===== src/hw/nvmpf_params.svh =====
// constants of the nvm protection and command front end
`ifndef NVMPF_PARAMS_SVH
`define NVMPF_PARAMS_SVH
`define NVMPF_AW 6
`define NVMPF_OFS_DIV 6'h00
`define NVMPF_OFS_STAT 6'h04
`define NVMPF_OFS_IDX 6'h08
`define NVMPF_OFS_WORD 6'h0c
`define NVMPF_OFS_HI 6'h10
`define NVMPF_OFS_LO 6'h14
`define NVMPF_OFS_FP 6'h18
`define NVMPF_OFS_EE 6'h1c
`define NVMPF_OFS_IEN 6'h20
`define NVMPF_COMMAND_COMPLETE_FLAG 7
`define NVMPF_ACCESS_ERROR_FLAG 5
`define NVMPF_PROTECTION_VIOLATION_FLAG 4
`define NVMPF_CCIE 7
`define NVMPF_ERRIE 6
`define NVMPF_OPEN 7
`define NVMPF_HDIS 5
`define NVMPF_HS 4:3
`define NVMPF_LDIS 2
`define NVMPF_LS 1:0
`define NVMPF_EESZ 2:0
`define NVMPF_DIV 5:0
`define NVMPF_DIV_RESET 6'h00
`define NVMPF_FP_RESET 8'ha4
`define NVMPF_EE_RESET 8'h80
`define NVMPF_IEN_RESET 8'h00
`define NVMPF_OBJ_WORDS 6
`define NVMPF_CMD_TICKS 4
`define NVMPF_SCEN_OK 64'hff5a3c18080c0a0f
`define NVMPF_SCEN_FULL 3'h3
`define NVMPF_FLASH_LOW 17'h08000
`define NVMPF_FLASH_TOP 17'h10000
`define NVMPF_LOW_UNIT 17'h00400
`define NVMPF_HIGH_UNIT 17'h00800
`define NVMPF_EE_BASE 18'h03100
`define NVMPF_EE_UNIT 18'h00020
`define NVMPF_FSEC_MASK 18'h3fe00
`define NVMPF_ESEC_MASK 18'h3fffe
`define NVMPF_LW_MASK 2'h3
`define NVMPF_CMD_PGM_FLASH 8'h06
`define NVMPF_CMD_ERS_FSEC 8'h0a
`define NVMPF_CMD_PGM_EE 8'h11
`define NVMPF_CMD_ERS_ESEC 8'h12
`endif


===== src/hw/nvmpf_pkg.sv =====
// types of the nvm protection and command front end
package nvmpf_pkg;
	typedef enum logic {NVMPF_IDLE, NVMPF_RUN} nvmpf_state_t;
endpackage : nvmpf_pkg


===== src/hw/nvmpf_top.sv =====
// nvm protection and command front end with ahb-lite register slave
// Summary of operation
// RULE1: flash split into low, high, middle regions
// RULE2: flash protection may only grow, never shrink
// RULE3: open=1: protect ranges whose disable is 0
// RULE4: open=0: all protected unless range unprotected
// RULE5: high size 2, 4, 8, 16 KB
// RULE6: low size 1, 2, 4, 8 KB
// RULE7: only listed scenario transitions allowed
// RULE8: eeprom protection open bit, grow only
// RULE9: eeprom protects 32 bytes per step
// RULE10: no command load while one executes
// RULE11: 16-bit command object, bytes, 3-bit index
// RULE12: completion and error raise enabled interrupts
// RULE13: index map: code/addr, addr, data 0-3
// RULE14: software zero-fills unused upper bits
// RULE15: software waits for complete flag first
// RULE16: software sets 1 MHz divider first
// RULE17: write 0x30 clears error flags
// RULE18: write 0x80 clears complete and launches
// RULE19: software loads parameters in ascending order
// RULE20: flash and eeprom command sets
// RULE21: program flash code 0x06, longword aligned
// RULE22: sector 512 bytes flash, 2 eeprom
// RULE23: completion sets flag, protected target violates
// RULE24: refused protection writes keep old value
//
// The implementer's own choices: the AHB-Lite register port and the address map.
`include "nvmpf_params.svh"
module nvmpf_top
	import nvmpf_pkg::*;
	#(parameter int CMD_TICKS = `NVMPF_CMD_TICKS)
(
	input wire logic clk, // bus clock
	input wire logic reset, // async, active high
	input wire logic hsel, // slave select
	input wire logic [31:0] haddr, // byte address
	input wire logic [1:0] htrans, // transfer type
	input wire logic hwrite, // write when high
	input wire logic [2:0] hsize, // transfer size
	input wire logic [31:0] hwdata, // write data
	input wire logic hready, // bus ready
	output logic hreadyout, // slave ready
	output logic hresp, // always okay
	output logic [31:0] hrdata, // read data
	output logic cmdIrq, // command complete request
	output logic errIrq // memory error request
);
	// =========================================================
	// bus slave
	logic take, wrPend_ff, divSet_ff, idxOk, objOpen, fpAccept, eeAccept;
	logic command_complete_flag_ff, access_error_flag_ff, protection_violation_flag_ff, cmdIrq_ff, errIrq_ff;
	logic [`NVMPF_AW-1:0] wrAddr_ff;
	logic [31:0] rdData, hrdata_ff;
	logic wDiv, wStat, wIdx, wWord, wHi, wLo, wFp, wEe, wIen;
	logic [5:0] div_ff;
	logic [2:0] idx_ff;
	logic [15:0] obj_ff [0:`NVMPF_OBJ_WORDS-1];
	logic [15:0] objWord;
	logic [7:0] flash_protection_control_ff, eeprom_protection_control_ff, ien_ff;
	// sampling hsize is unnecessary: every register is one word
	assign take = hsel && htrans[1] && hready;
	always_ff @(posedge clk or posedge reset)
	begin
		if (reset)
		begin
			wrPend_ff <= 1'b0;
			wrAddr_ff <= '0;
			hrdata_ff <= 32'h0;
		end
		else
		begin
			wrPend_ff <= take && hwrite;
			if (take)
				wrAddr_ff <= haddr[`NVMPF_AW-1:0];
			if (take && !hwrite)
				hrdata_ff <= rdData;
		end
	end
	assign idxOk = idx_ff < 3'(`NVMPF_OBJ_WORDS); // [RULE11]
	assign objWord = idxOk ? obj_ff[idx_ff] : 16'h0;
	always_comb
	begin
		rdData = 32'h0;
		case (haddr[`NVMPF_AW-1:0])
			`NVMPF_OFS_DIV: rdData[7:0] = {divSet_ff, 1'b0, div_ff};
			`NVMPF_OFS_STAT: rdData[7:0] = {command_complete_flag_ff, 1'b0, access_error_flag_ff, protection_violation_flag_ff, 4'h0};
			`NVMPF_OFS_IDX: rdData[2:0] = idx_ff;
			`NVMPF_OFS_WORD: rdData[15:0] = objWord;
			`NVMPF_OFS_HI: rdData[7:0] = objWord[15:8];
			`NVMPF_OFS_LO: rdData[7:0] = objWord[7:0];
			`NVMPF_OFS_FP: rdData[7:0] = flash_protection_control_ff;
			`NVMPF_OFS_EE: rdData[7:0] = eeprom_protection_control_ff;
			`NVMPF_OFS_IEN: rdData[7:0] = ien_ff;
			default: rdData = 32'h0;
		endcase
	end
	assign wDiv = wrPend_ff && wrAddr_ff == `NVMPF_OFS_DIV;
	assign wStat = wrPend_ff && wrAddr_ff == `NVMPF_OFS_STAT;
	assign wIdx = wrPend_ff && wrAddr_ff == `NVMPF_OFS_IDX;
	assign wWord = wrPend_ff && wrAddr_ff == `NVMPF_OFS_WORD;
	assign wHi = wrPend_ff && wrAddr_ff == `NVMPF_OFS_HI;
	assign wLo = wrPend_ff && wrAddr_ff == `NVMPF_OFS_LO;
	assign wFp = wrPend_ff && wrAddr_ff == `NVMPF_OFS_FP;
	assign wEe = wrPend_ff && wrAddr_ff == `NVMPF_OFS_EE;
	assign wIen = wrPend_ff && wrAddr_ff == `NVMPF_OFS_IEN;

	// =========================================================
	// protection decode
	function automatic logic flashProt(input logic [17:0] a, input logic [7:0] fp);
		logic isFlash, inLow, inHigh, win;
		isFlash = a[17:16] == 2'h0 && {1'b0, a[15:0]} >= `NVMPF_FLASH_LOW; // [RULE1]
		inLow = isFlash && {1'b0, a[15:0]} <
			`NVMPF_FLASH_LOW + (`NVMPF_LOW_UNIT << fp[`NVMPF_LS]); // [RULE6]
		inHigh = isFlash && {1'b0, a[15:0]} >=
			`NVMPF_FLASH_TOP - (`NVMPF_HIGH_UNIT << fp[`NVMPF_HS]); // [RULE5]
		win = (!fp[`NVMPF_HDIS] && inHigh) || (!fp[`NVMPF_LDIS] && inLow);
		if (fp[`NVMPF_OPEN])
			return win; // [RULE3]
		return isFlash && !win; // [RULE4]
	endfunction : flashProt
	function automatic logic eeprom_protection_control(input logic [17:0] a, input logic [7:0] ep);
		logic [17:0] lim;
		lim = `NVMPF_EE_BASE + `NVMPF_EE_UNIT * (18'(ep[`NVMPF_EESZ]) + 18'h1); // [RULE9]
		return !ep[`NVMPF_OPEN] && a >= `NVMPF_EE_BASE && a < lim; // [RULE8]
	endfunction : eeprom_protection_control
	// a size change is judged only when both sides share the open bit;
	// across an open change the scenario table alone decides
	function automatic logic fpOk(input logic [7:0] o, input logic [7:0] n);
		logic [2:0] so, sn;
		logic ok;
		logic [63:0] allowed;
		allowed = `NVMPF_SCEN_OK;
		so = {o[`NVMPF_OPEN], o[`NVMPF_HDIS], o[`NVMPF_LDIS]};
		sn = {n[`NVMPF_OPEN], n[`NVMPF_HDIS], n[`NVMPF_LDIS]};
		ok = allowed[{so, sn}]; // [RULE7]
		if (o[`NVMPF_OPEN] && n[`NVMPF_OPEN])
		begin
			if (!o[`NVMPF_HDIS] && !n[`NVMPF_HDIS] && n[`NVMPF_HS] < o[`NVMPF_HS])
				ok = 1'b0; // [RULE2]
			if (!o[`NVMPF_LDIS] && !n[`NVMPF_LDIS] && n[`NVMPF_LS] < o[`NVMPF_LS])
				ok = 1'b0; // [RULE2]
		end
		if (!o[`NVMPF_OPEN] && !n[`NVMPF_OPEN])
		begin
			if (!o[`NVMPF_HDIS] && !n[`NVMPF_HDIS] && n[`NVMPF_HS] > o[`NVMPF_HS])
				ok = 1'b0; // [RULE2]
			if (!o[`NVMPF_LDIS] && !n[`NVMPF_LDIS] && n[`NVMPF_LS] > o[`NVMPF_LS])
				ok = 1'b0; // [RULE2]
		end
		return ok;
	endfunction : fpOk
	logic [2:0] fpScen;
	assign fpAccept = fpOk(flash_protection_control_ff, hwdata[7:0]);
	assign eeAccept = eeprom_protection_control_ff[`NVMPF_OPEN] || (!hwdata[`NVMPF_OPEN] &&
		hwdata[`NVMPF_EESZ] >= eeprom_protection_control_ff[`NVMPF_EESZ]); // [RULE8]
	assign fpScen = {flash_protection_control_ff[`NVMPF_OPEN], flash_protection_control_ff[`NVMPF_HDIS], flash_protection_control_ff[`NVMPF_LDIS]};
	always_ff @(posedge clk or posedge reset)
	begin
		if (reset)
		begin
			flash_protection_control_ff <= `NVMPF_FP_RESET;
			eeprom_protection_control_ff <= `NVMPF_EE_RESET;
		end
		else
		begin
			if (wFp && fpAccept)
				flash_protection_control_ff <= hwdata[7:0]; // [RULE24]
			if (wEe && eeAccept)
				eeprom_protection_control_ff <= {hwdata[`NVMPF_OPEN], 4'h0, hwdata[`NVMPF_EESZ]}; // [RULE24]
		end
	end

	// =========================================================
	// command object
	assign objOpen = command_complete_flag_ff && idxOk; // [RULE10]
	always_ff @(posedge clk or posedge reset)
	begin
		if (reset)
		begin
			idx_ff <= 3'h0;
			for (int i = 0; i < `NVMPF_OBJ_WORDS; i++)
				obj_ff[i] <= 16'h0;
		end
		else
		begin
			if (wIdx)
				idx_ff <= hwdata[2:0]; // [RULE11]
			if (objOpen && wWord)
				obj_ff[idx_ff] <= hwdata[15:0]; // [RULE13]
			if (objOpen && wHi)
				obj_ff[idx_ff][15:8] <= hwdata[7:0]; // [RULE11]
			if (objOpen && wLo)
				obj_ff[idx_ff][7:0] <= hwdata[7:0]; // [RULE11]
		end
	end

	// =========================================================
	// launch checks
	logic [7:0] cmdCode;
	logic [17:0] cmdAddr;
	logic launchReq, errAny, badCmd, protHit, startRun, setAcc, setViol;
	assign cmdCode = obj_ff[0][15:8]; // [RULE13]
	assign cmdAddr = {obj_ff[0][1:0], obj_ff[1]}; // [RULE13]
	assign errAny = access_error_flag_ff || protection_violation_flag_ff;
	assign launchReq = wStat && hwdata[`NVMPF_COMMAND_COMPLETE_FLAG] && command_complete_flag_ff; // [RULE18]
	always_comb
	begin
		badCmd = !divSet_ff; // [RULE16]
		protHit = 1'b0;
		// other codes skip the protection check and run as generic commands; only the divider check applies
		case (cmdCode) // [RULE20]
			`NVMPF_CMD_PGM_FLASH:
			begin
				badCmd = badCmd || (cmdAddr[1:0] & `NVMPF_LW_MASK) != 2'h0; // [RULE21]
				protHit = flashProt(cmdAddr, flash_protection_control_ff);
			end
			`NVMPF_CMD_ERS_FSEC: protHit = flashProt(cmdAddr & `NVMPF_FSEC_MASK, flash_protection_control_ff); // [RULE22]
			`NVMPF_CMD_PGM_EE: protHit = eeprom_protection_control(cmdAddr, eeprom_protection_control_ff);
			`NVMPF_CMD_ERS_ESEC: protHit = eeprom_protection_control(cmdAddr & `NVMPF_ESEC_MASK, eeprom_protection_control_ff); // [RULE22]
			default: protHit = 1'b0;
		endcase
	end
	// a launch with a pending error is ignored until software clears it
	assign setAcc = (launchReq && !errAny && badCmd) ||
		(!command_complete_flag_ff && (wWord || wHi || wLo)); // [RULE10]
	assign setViol = launchReq && !errAny && !badCmd && protHit; // [RULE23]
	assign startRun = launchReq && !errAny && !badCmd && !protHit;

	// =========================================================
	// memory clock and command timing
	nvmpf_state_t state_ff;
	logic [5:0] divCnt_ff;
	logic [15:0] runCnt_ff;
	logic tick, runDone;
	assign tick = divCnt_ff == div_ff;
	assign runDone = state_ff == NVMPF_RUN && tick && runCnt_ff == 16'(CMD_TICKS - 1);
	always_ff @(posedge clk or posedge reset)
	begin
		if (reset)
		begin
			div_ff <= `NVMPF_DIV_RESET;
			divSet_ff <= 1'b0;
			divCnt_ff <= 6'h0;
		end
		else
		begin
			if (wDiv)
			begin
				div_ff <= hwdata[`NVMPF_DIV];
				divSet_ff <= 1'b1; // [RULE16]
			end
			divCnt_ff <= tick ? 6'h0 : divCnt_ff + 6'h1;
		end
	end
	always_ff @(posedge clk or posedge reset)
	begin
		if (reset)
		begin
			state_ff <= NVMPF_IDLE;
			runCnt_ff <= 16'h0;
		end
		else
		begin
			unique case (state_ff)
				NVMPF_IDLE:
					if (startRun)
					begin
						state_ff <= NVMPF_RUN;
						runCnt_ff <= 16'h0;
					end
				NVMPF_RUN:
					if (runDone)
						state_ff <= NVMPF_IDLE;
					else if (tick)
						runCnt_ff <= runCnt_ff + 16'h1;
			endcase
		end
	end

	// =========================================================
	// status flags: a hardware set wins over a same-cycle clear
	always_ff @(posedge clk or posedge reset)
	begin
		if (reset)
		begin
			command_complete_flag_ff <= 1'b1;
			access_error_flag_ff <= 1'b0;
			protection_violation_flag_ff <= 1'b0;
		end
		else
		begin
			if (runDone)
				command_complete_flag_ff <= 1'b1; // [RULE23]
			else if (startRun)
				command_complete_flag_ff <= 1'b0; // [RULE18]
			access_error_flag_ff <= setAcc || (access_error_flag_ff && !(wStat && hwdata[`NVMPF_ACCESS_ERROR_FLAG])); // [RULE17]
			protection_violation_flag_ff <= setViol || (protection_violation_flag_ff && !(wStat && hwdata[`NVMPF_PROTECTION_VIOLATION_FLAG])); // [RULE17]
		end
	end
	always_ff @(posedge clk or posedge reset)
	begin
		if (reset)
		begin
			ien_ff <= `NVMPF_IEN_RESET;
			cmdIrq_ff <= 1'b0;
			errIrq_ff <= 1'b0;
		end
		else
		begin
			if (wIen)
				ien_ff <= {hwdata[`NVMPF_CCIE], hwdata[`NVMPF_ERRIE], 6'h0};
			cmdIrq_ff <= command_complete_flag_ff && ien_ff[`NVMPF_CCIE]; // [RULE12]
			errIrq_ff <= errAny && ien_ff[`NVMPF_ERRIE]; // [RULE12]
		end
	end
	assign hreadyout = 1'b1;
	assign hresp = 1'b0;
	assign hrdata = hrdata_ff;
	assign cmdIrq = cmdIrq_ff;
	assign errIrq = errIrq_ff;
endmodule : nvmpf_top


===== config.mk =====
export PLATFORM = sky130hd
export DESIGN_NAME = nvmpf_top
export DESIGN_NICKNAME = d
export VERILOG_FILES = /design/src/hw/nvmpf_pkg.sv /design/src/hw/nvmpf_top.sv
export VERILOG_INCLUDE_DIRS = /design/src /design/src/hw
export SDC_FILE = /design/constraint.sdc
export NUM_CORES = 1
export LEC_CHECK = 0
export BUFFER_PORTS_ARGS = -buffer_cell sky130_fd_sc_hd__buf_4
export CAP_MARGIN = 20
export CORE_ASPECT_RATIO = 1.4
export CORE_MARGIN = 5
export CORE_UTILIZATION = 41
export CTS_CLUSTER_DIAMETER = 50
export DETAILED_ROUTE_END_ITERATION = 10
export PLACE_DENSITY = 0.66
export SLEW_MARGIN = 20
export SYNTH_ARGS = -nofsm -noshare
export SYNTH_HDL_FRONTEND = slang
export SYNTH_SLANG_ARGS = --single-unit

===== constraint.sdc =====
create_clock -name clk -period 7.2 [get_ports clk]
set_clock_uncertainty 0.15 [all_clocks]
set_input_delay 1.44 -clock clk [delete_from_list [all_inputs] [get_ports clk]]
set_output_delay 1.44 -clock clk [all_outputs]
set_load 0.03 [all_outputs]

Word level (Yosys, flattened, before mapping):

Memories as Yosys holds them, arrays and structs flattened.
Cells that the tools add are included.
W data, S select, Z words.

* memories kept: 1
* output and inout port bits: 36
* ROM bits: 64
* flip-flop bits (word level): 171
* input port bits: 74
* word-level logic and storage cells: 218

* $lt $le $gt $ge: 19
* add/sub/neg operators: 6
* bitwise logic cells: 2
* equality and inequality tests: 25
* mux-type cells: 45
* shift operators: 2
* reductions and logical operators: 95

Memory list
* (no name shown): depth 64, width 1, read ports 1, clocked after Yosys merged registers in 0, write ports 0, line nvmpf_top.sv:136 `ok = allowed[{so, sn}];`

Operators by type and width (number)
* $bwmux W96: 3
* $mux W96: 3
* $demux W16 S3: 3
* $mux W16: 8
* $logic_and A1 B1 Y1: 61
* $bmux W16 S3: 1
* $eq A6 B5 Y1 const B: 8
* $ge A18 B14 Y1 const B: 2
* $pmux W5 S7: 1
* $ge A16 B17 Y1: 2
* $lt A16 B17 Y1: 2
* $ge A16 B16 Y1 const B: 2
* $pmux W16 S2: 1
* $eq A6 B4 Y1 const B: 4
* $mux W1: 19
* $lt A18 B15 Y1: 1
* $lt A18 B18 Y1: 1
* $pmux W3 S6: 1
* $add A16 B17 Y17 const A: 1
* $logic_not A1 Y1: 17
* $shl A11 B2 Y17 const A: 1
* $shl A12 B2 Y17 const A: 1
* $sub A17 B17 Y17 const A: 1
* $add A16 B1 Y16 const B: 1
* 31 further kinds: 49

Depth between registers and ports, before layout:

* word-level depth: 14
* depth in mapped cells: 12
* gate-level depth less buffers: 11

Worst setup path after synthesis:

No wires, ideal clock.

* kind: input to register
* start point: in hwdata[4]
* end point: reg flash_protection_control_ff[0]
* arrival time: 2957 ps
* path buffers: 0
* stages on the path: 7
* setup slack: 3968 ps
* setup time: 125 ps
* required time: 6925 ps
* path through: ha_1 -> nor2b_1 -> or4_1 -> a21oi_1 -> o21ai_1 -> o211ai_2 -> mux2_2

* longest elaborated chain between the ends: 9
* elaborated cells between the ends (all ways): 11
* classes of those cells: order compare: 2; mux: 6; reduce/logical: 3

RTL lines
* from (decl): line nvmpf_top.sv:41 `input wire logic [31:0] hwdata,`
* $lt A2 B2 Y1: line nvmpf_top.sv:139 `` if (!o[`NVMPF_HDIS] && !n[`NVMPF_HDIS] && n[`NVMPF_HS] < o[`NVMPF_HS]) ``
* $logic_and A1 B1 Y1: line nvmpf_top.sv:139
* $mux W1: line nvmpf_top.sv:139
* $mux W1: line nvmpf_top.sv:141 `` if (!o[`NVMPF_LDIS] && !n[`NVMPF_LDIS] && n[`NVMPF_LS] < o[`NVMPF_LS]) ``
* $mux W1: line nvmpf_top.sv:137 `` if (o[`NVMPF_OPEN] && n[`NVMPF_OPEN]) ``
* $mux W1: line nvmpf_top.sv:146 `` if (!o[`NVMPF_HDIS] && !n[`NVMPF_HDIS] && n[`NVMPF_HS] > o[`NVMPF_HS]) ``
* $mux W1: line nvmpf_top.sv:148 `` if (!o[`NVMPF_LDIS] && !n[`NVMPF_LDIS] && n[`NVMPF_LS] > o[`NVMPF_LS]) ``
* $mux W1 (*): line nvmpf_top.sv:144 `` if (!o[`NVMPF_OPEN] && !n[`NVMPF_OPEN]) ``
* $logic_and A1 B1 Y1 (*): line nvmpf_top.sv:167 `if (wFp && fpAccept)`
* to (signal assigned): line nvmpf_top.sv:162 `` flash_protection_control_ff <= `NVMPF_FP_RESET; ``
* to (signal assigned): line nvmpf_top.sv:168 `flash_protection_control_ff <= hwdata[7:0];`
* to (decl): line nvmpf_top.sv:60 `logic [7:0] flash_protection_control_ff, eeprom_protection_control_ff, ien_ff;`

Mark *: on every way between the ends. The rest lies on a longest branch, timed or not.
A chain may end at the register's enable or synchronous reset.

Worst setup path in the final report:

* start point: reg flash_protection_control_ff[4]
* end point: reg runCnt_ff[8]

* longest elaborated chain between the ends: 14
* elaborated cells between the ends (all ways): 23
* classes of those cells: add/sub: 1; order compare: 2; eq/ne: 1; shift: 1; mux: 5; reduce/logical: 13

RTL lines
* $shl A12 B2 Y17 (no source line) (*)
* $sub A17 B17 Y17 (no source line) (*)
* $ge A16 B17 Y1: line nvmpf_top.sv:115 `inHigh = isFlash && {1'b0, a[15:0]} >=`
* $logic_and A1 B1 Y1: line nvmpf_top.sv:115
* $logic_and A1 B1 Y1: line nvmpf_top.sv:117 `` win = (!fp[`NVMPF_HDIS] && inHigh) || (!fp[`NVMPF_LDIS] && inLow); ``
* $logic_or A1 B1 Y1: line nvmpf_top.sv:117
* $logic_not A1 Y1: line nvmpf_top.sv:120 `return isFlash && !win;`
* $logic_and A1 B1 Y1: line nvmpf_top.sv:120
* $mux W1: line nvmpf_top.sv:120
* $pmux W1 S4 (*): line nvmpf_top.sv:212 `case (cmdCode)`
* $logic_not A1 Y1 (*): line nvmpf_top.sv:228 `assign startRun = launchReq && !errAny && !badCmd && !protHit;`
* $logic_and A1 B1 Y1 (*): line nvmpf_top.sv:228
* $ne A2 B2 Y1 (no source line) (*)
* $reduce_and A3 Y1 (no source line) (*)
* to (signal assigned): line nvmpf_top.sv:276 `runCnt_ff <= runCnt_ff + 16'h1;`
* to (decl): line nvmpf_top.sv:234 `logic [15:0] runCnt_ff;`

Mark *: on every way between the ends. The rest lies on a longest branch, timed or not. The select of a mux whose other input is x is not followed.

==> results.txt <==
ANT cells: 0
endpoints failing hold: 0
worst min-delay path class: register to register
largest family of logic cells by synthesized area: multiplexers
Synth Area per Inst: 10.2 um2
Design Area, Final: 0.0106 mm2
fmax: 292 MHz
Unique masters post-synth: 69
number of global-route vias before repair: 7091
sequential cell area: 0.00429 mm2
setup_tns: 0 ns
final cycle utilization of the critical path: 47.5%
Sequential Power Share: 45.3%
Avg Vias per Cell: 5.62
hold depth: 2
worst skew pair latency: 0.44 ns
number of synthesized flops with an enable pin: 0
Port-buffer cells: 45
routed wire length: 24900 um
First-pass DRT Iterations: 5
htree depth: 4
Mapped Cells: 931
Net Switching: 0.000719 W
Post-Synth Adder-Cell Area: 3.43%
initial antenna violation count: 0
Starting Density: 41.7%
Power Dens Cells: 234 mW/mm2
Synth warnings: 0
post-CTS resize count: 0
critical path type: register to register
worst path arrival time: 3.57 ns
Compound-Gate Fraction of Synth Area: 12.6%
synthesized flop and latch total: 171
1st-iter DRT viols: 500
Top-Level Pins: 110
row count: 65
# fillers: 2118
Core ar.: 0.0227 mm2
largest net degree at the start of global routing: 104
Final ANT Viol Nets: 0
Clock Pin Slew Worst Setup and Hold Paths: 0.06 ns
startpoint types: register
area occupied by multi-input gates: 0.00482 mm2
critical path required time: 7.35 ns
TritonCTS clock tree: built
Wirelength per Cell: 19.8 um
Comb pwr share: 15.9%
peak supply drop: 0.000146 V
clk buf depth: 2
most common cell after layout, fill and taps aside: dfrtp_1
FF-to-FF path depth: 11
Net Sw Frac: 29.1%
CP max FO: 13
Die X: 138 um
TritonCTS Buffers: 17
most frequent cells in the layout: dfrtp_1, nor2_1, mux2_2, nand2_1, mux2i_1
Final min period: 3.42 ns
area delta synth->final: 11.4%
# setup viols final: 0
xor/xnor cell area share of the yosys netlist: 2.31%
GR Overflow Total: 0
clock power share: 38.8%
via count: 7081
CP Capture Type: register
clk sink count: 171
outcome: completed
Hold Buf Count CTS: 0
post-synthesis mux area share: 18.1%
GRT Total Usage: 19.2%
Max-Cap Viols: 0
fin nets: 1048
final max-slew violation count: 0
RSZ-0062 raised after global routing: false
GP Congestion: 0.842
Slew HR: 36.6%
sequential area share after synthesis: 45.2%
Die H: 190 um
first-pass GRT wire length: 39700 um
Root Driver: clkbuf_16
placed cell areas: 0.00994 mm2
Async S/R FF share, synth: 100%
Setup Buffers After CTS: 0
Pleak: 4.98 nW
area of the die: 0.0263 mm2
Primary FF master, synth: dfrtp_1
Pint: 0.00175 W
Synth Area in Simple Gates: 13.7%
Worst Max-Slew Pin Slew: 0.951 ns
Syn Std Cell Area: 0.00947 mm2
layout cells sized above 1: 18.9%
Post-DP HPWL: 17600 um
DRC violations left: 0
## final cells by class
cell class | instances | share of cell area (%)
Multi-Input combinational cell | 687 | 45.7
Sequential cell | 171 | 40.6
Clock buffer | 19 | 4.20
Timing Repair Buffer | 50 | 3.59
Tap cell | 301 | 3.57
Clock inverter | 12 | 1.53
Inverter | 21 | 0.794
## metal layers
metal / share of wire [%] / vias to the layer above / wire length (um) / GRT usage [%]
li1: - / 3332 / - / -
met1: 40 / 3471 / 9970 / 22.7
met2: 52 / 225 / 12900 / 34.2
met3: 5.1 / 53 / 1270 / 4.07
met4: 3.1 / 0 / 783 / 7.30
met5: 0 / - / 0 / 0
## worst max-delay path, cell delays in order (launching register included)
cell       delay (ns)
dfrtp_1          0.48
or2_2            0.34
ha_1             0.20
nor2b_1          0.13
ha_1             0.31
nand3_1          0.11
a21oi_1          0.07
a311oi_1         0.38
xor2_1           0.20
a2111oi_4        0.57
buf_6            0.24
o211ai_1         0.11
## flip-flops by register name, indices dropped and copies added (netlist names), 2 cells and up
register,flops
cmdCode,8
wrAddr_ff,6
eeprom_protection_control_ff,4
divCnt_ff,6
hrdata,16
cmdAddr,18
div_ff,6
obj_ff,70
flash_protection_control_ff,8
runCnt_ff,16
ien_ff,2
idx_ff,3
## path summary, 6_finish.rpt
check,slack (ns),endpoint,startpoint
max in group asynchronous,4.77,idx_ff[0]$_DFFE_PP0P_,reset
hold reg to reg,0.32,hrdata[0]$_DFFE_PP0P_,hrdata[0]$_DFFE_PP0P_
hold / removal,0.32,hrdata[0]$_DFFE_PP0P_,hrdata[0]$_DFFE_PP0P_
setup reg to reg,3.78,runCnt_ff[8]$_DFFE_PP0P_,flash_protection_control_ff[4]$_DFFE_PP0P_
min in group asynchronous,1.06,divCnt_ff[3]$_DFF_PP0_,reset
setup / recovery,3.78,runCnt_ff[8]$_DFFE_PP0P_,flash_protection_control_ff[4]$_DFFE_PP0P_
## cells by family after synthesis
family | count (synthesis)
AO/OA/AOI/OAI | 191
XOR/XNOR | 25
adder cells (fa/ha/maj) | 26
buffers and inverters | 90
flip-flops | 171
multiplexers | 154
other | 2
AND/OR/NAND/NOR | 272
## power by group through the flow
stage / combinational, W / sequential, W / clock [W]
detailed placement: 0.000391 / 0.00114 / 0
global route: 0.000434 / 0.00113 / 0.00101
floorplan: 0.000307 / 0.00110 / 0
finish: 0.000393 / 0.00112 / 0.000957
CTS: 0.000393 / 0.00112 / 0.000969
global placement: 0.000385 / 0.00113 / 0
## synthesized netlist by cell type (4+ instances only)
cell type    n  share of area [%]
a21oi_1     66                3.5
a222oi_1     7               0.74
a22o_1       7               0.65
a22oi_1      7               0.55
a31oi_1     11               0.73
and2_1       6               0.40
buf_2       12               0.63
buf_4       18                1.4
clkbuf_1    37                1.5
dfrtp_1    166                 44
dfstp_2      5                1.4
ha_1        26                3.4
inv_1       20               0.79
mux2_2      75                8.9
mux2i_1     70                7.4
mux4_2       6                1.4
nand2_1     72                2.9
nand2b_1     6               0.40
nand3_1     23                1.2
nand3b_1     4               0.32
nand4_1     11               0.73
nor2_1      93                3.7
nor2b_1      8               0.53
nor3_1      12               0.63
nor3b_1      4               0.32
nor4_1       8               0.53
o21ai_0     48                2.5
o21ai_1      6               0.32
o22ai_1      6               0.40
or3_1        4               0.26
or4_1        5               0.40
xnor2_1     16                1.5
xor2_1       9               0.83
## stage by stage
stage	instances	setup slack [ns]	total power [W]	util, %	hold slack [ns]
2_1_floorplan	948	0.986	0.00140	-	0.296
3_3_place_gp	1229	3.27	0.00152	43.8	0.312
3_5_place_dp	1229	3.23	0.00153	43.8	0.315
4_1_cts	1260	3.45	0.00248	46.5	0.331
5_1_grt	1261	3.65	0.00257	46.5	0.353
6_report	1261	3.78	0.00247	46.5	0.323
(Power assumes the default switching activity.)
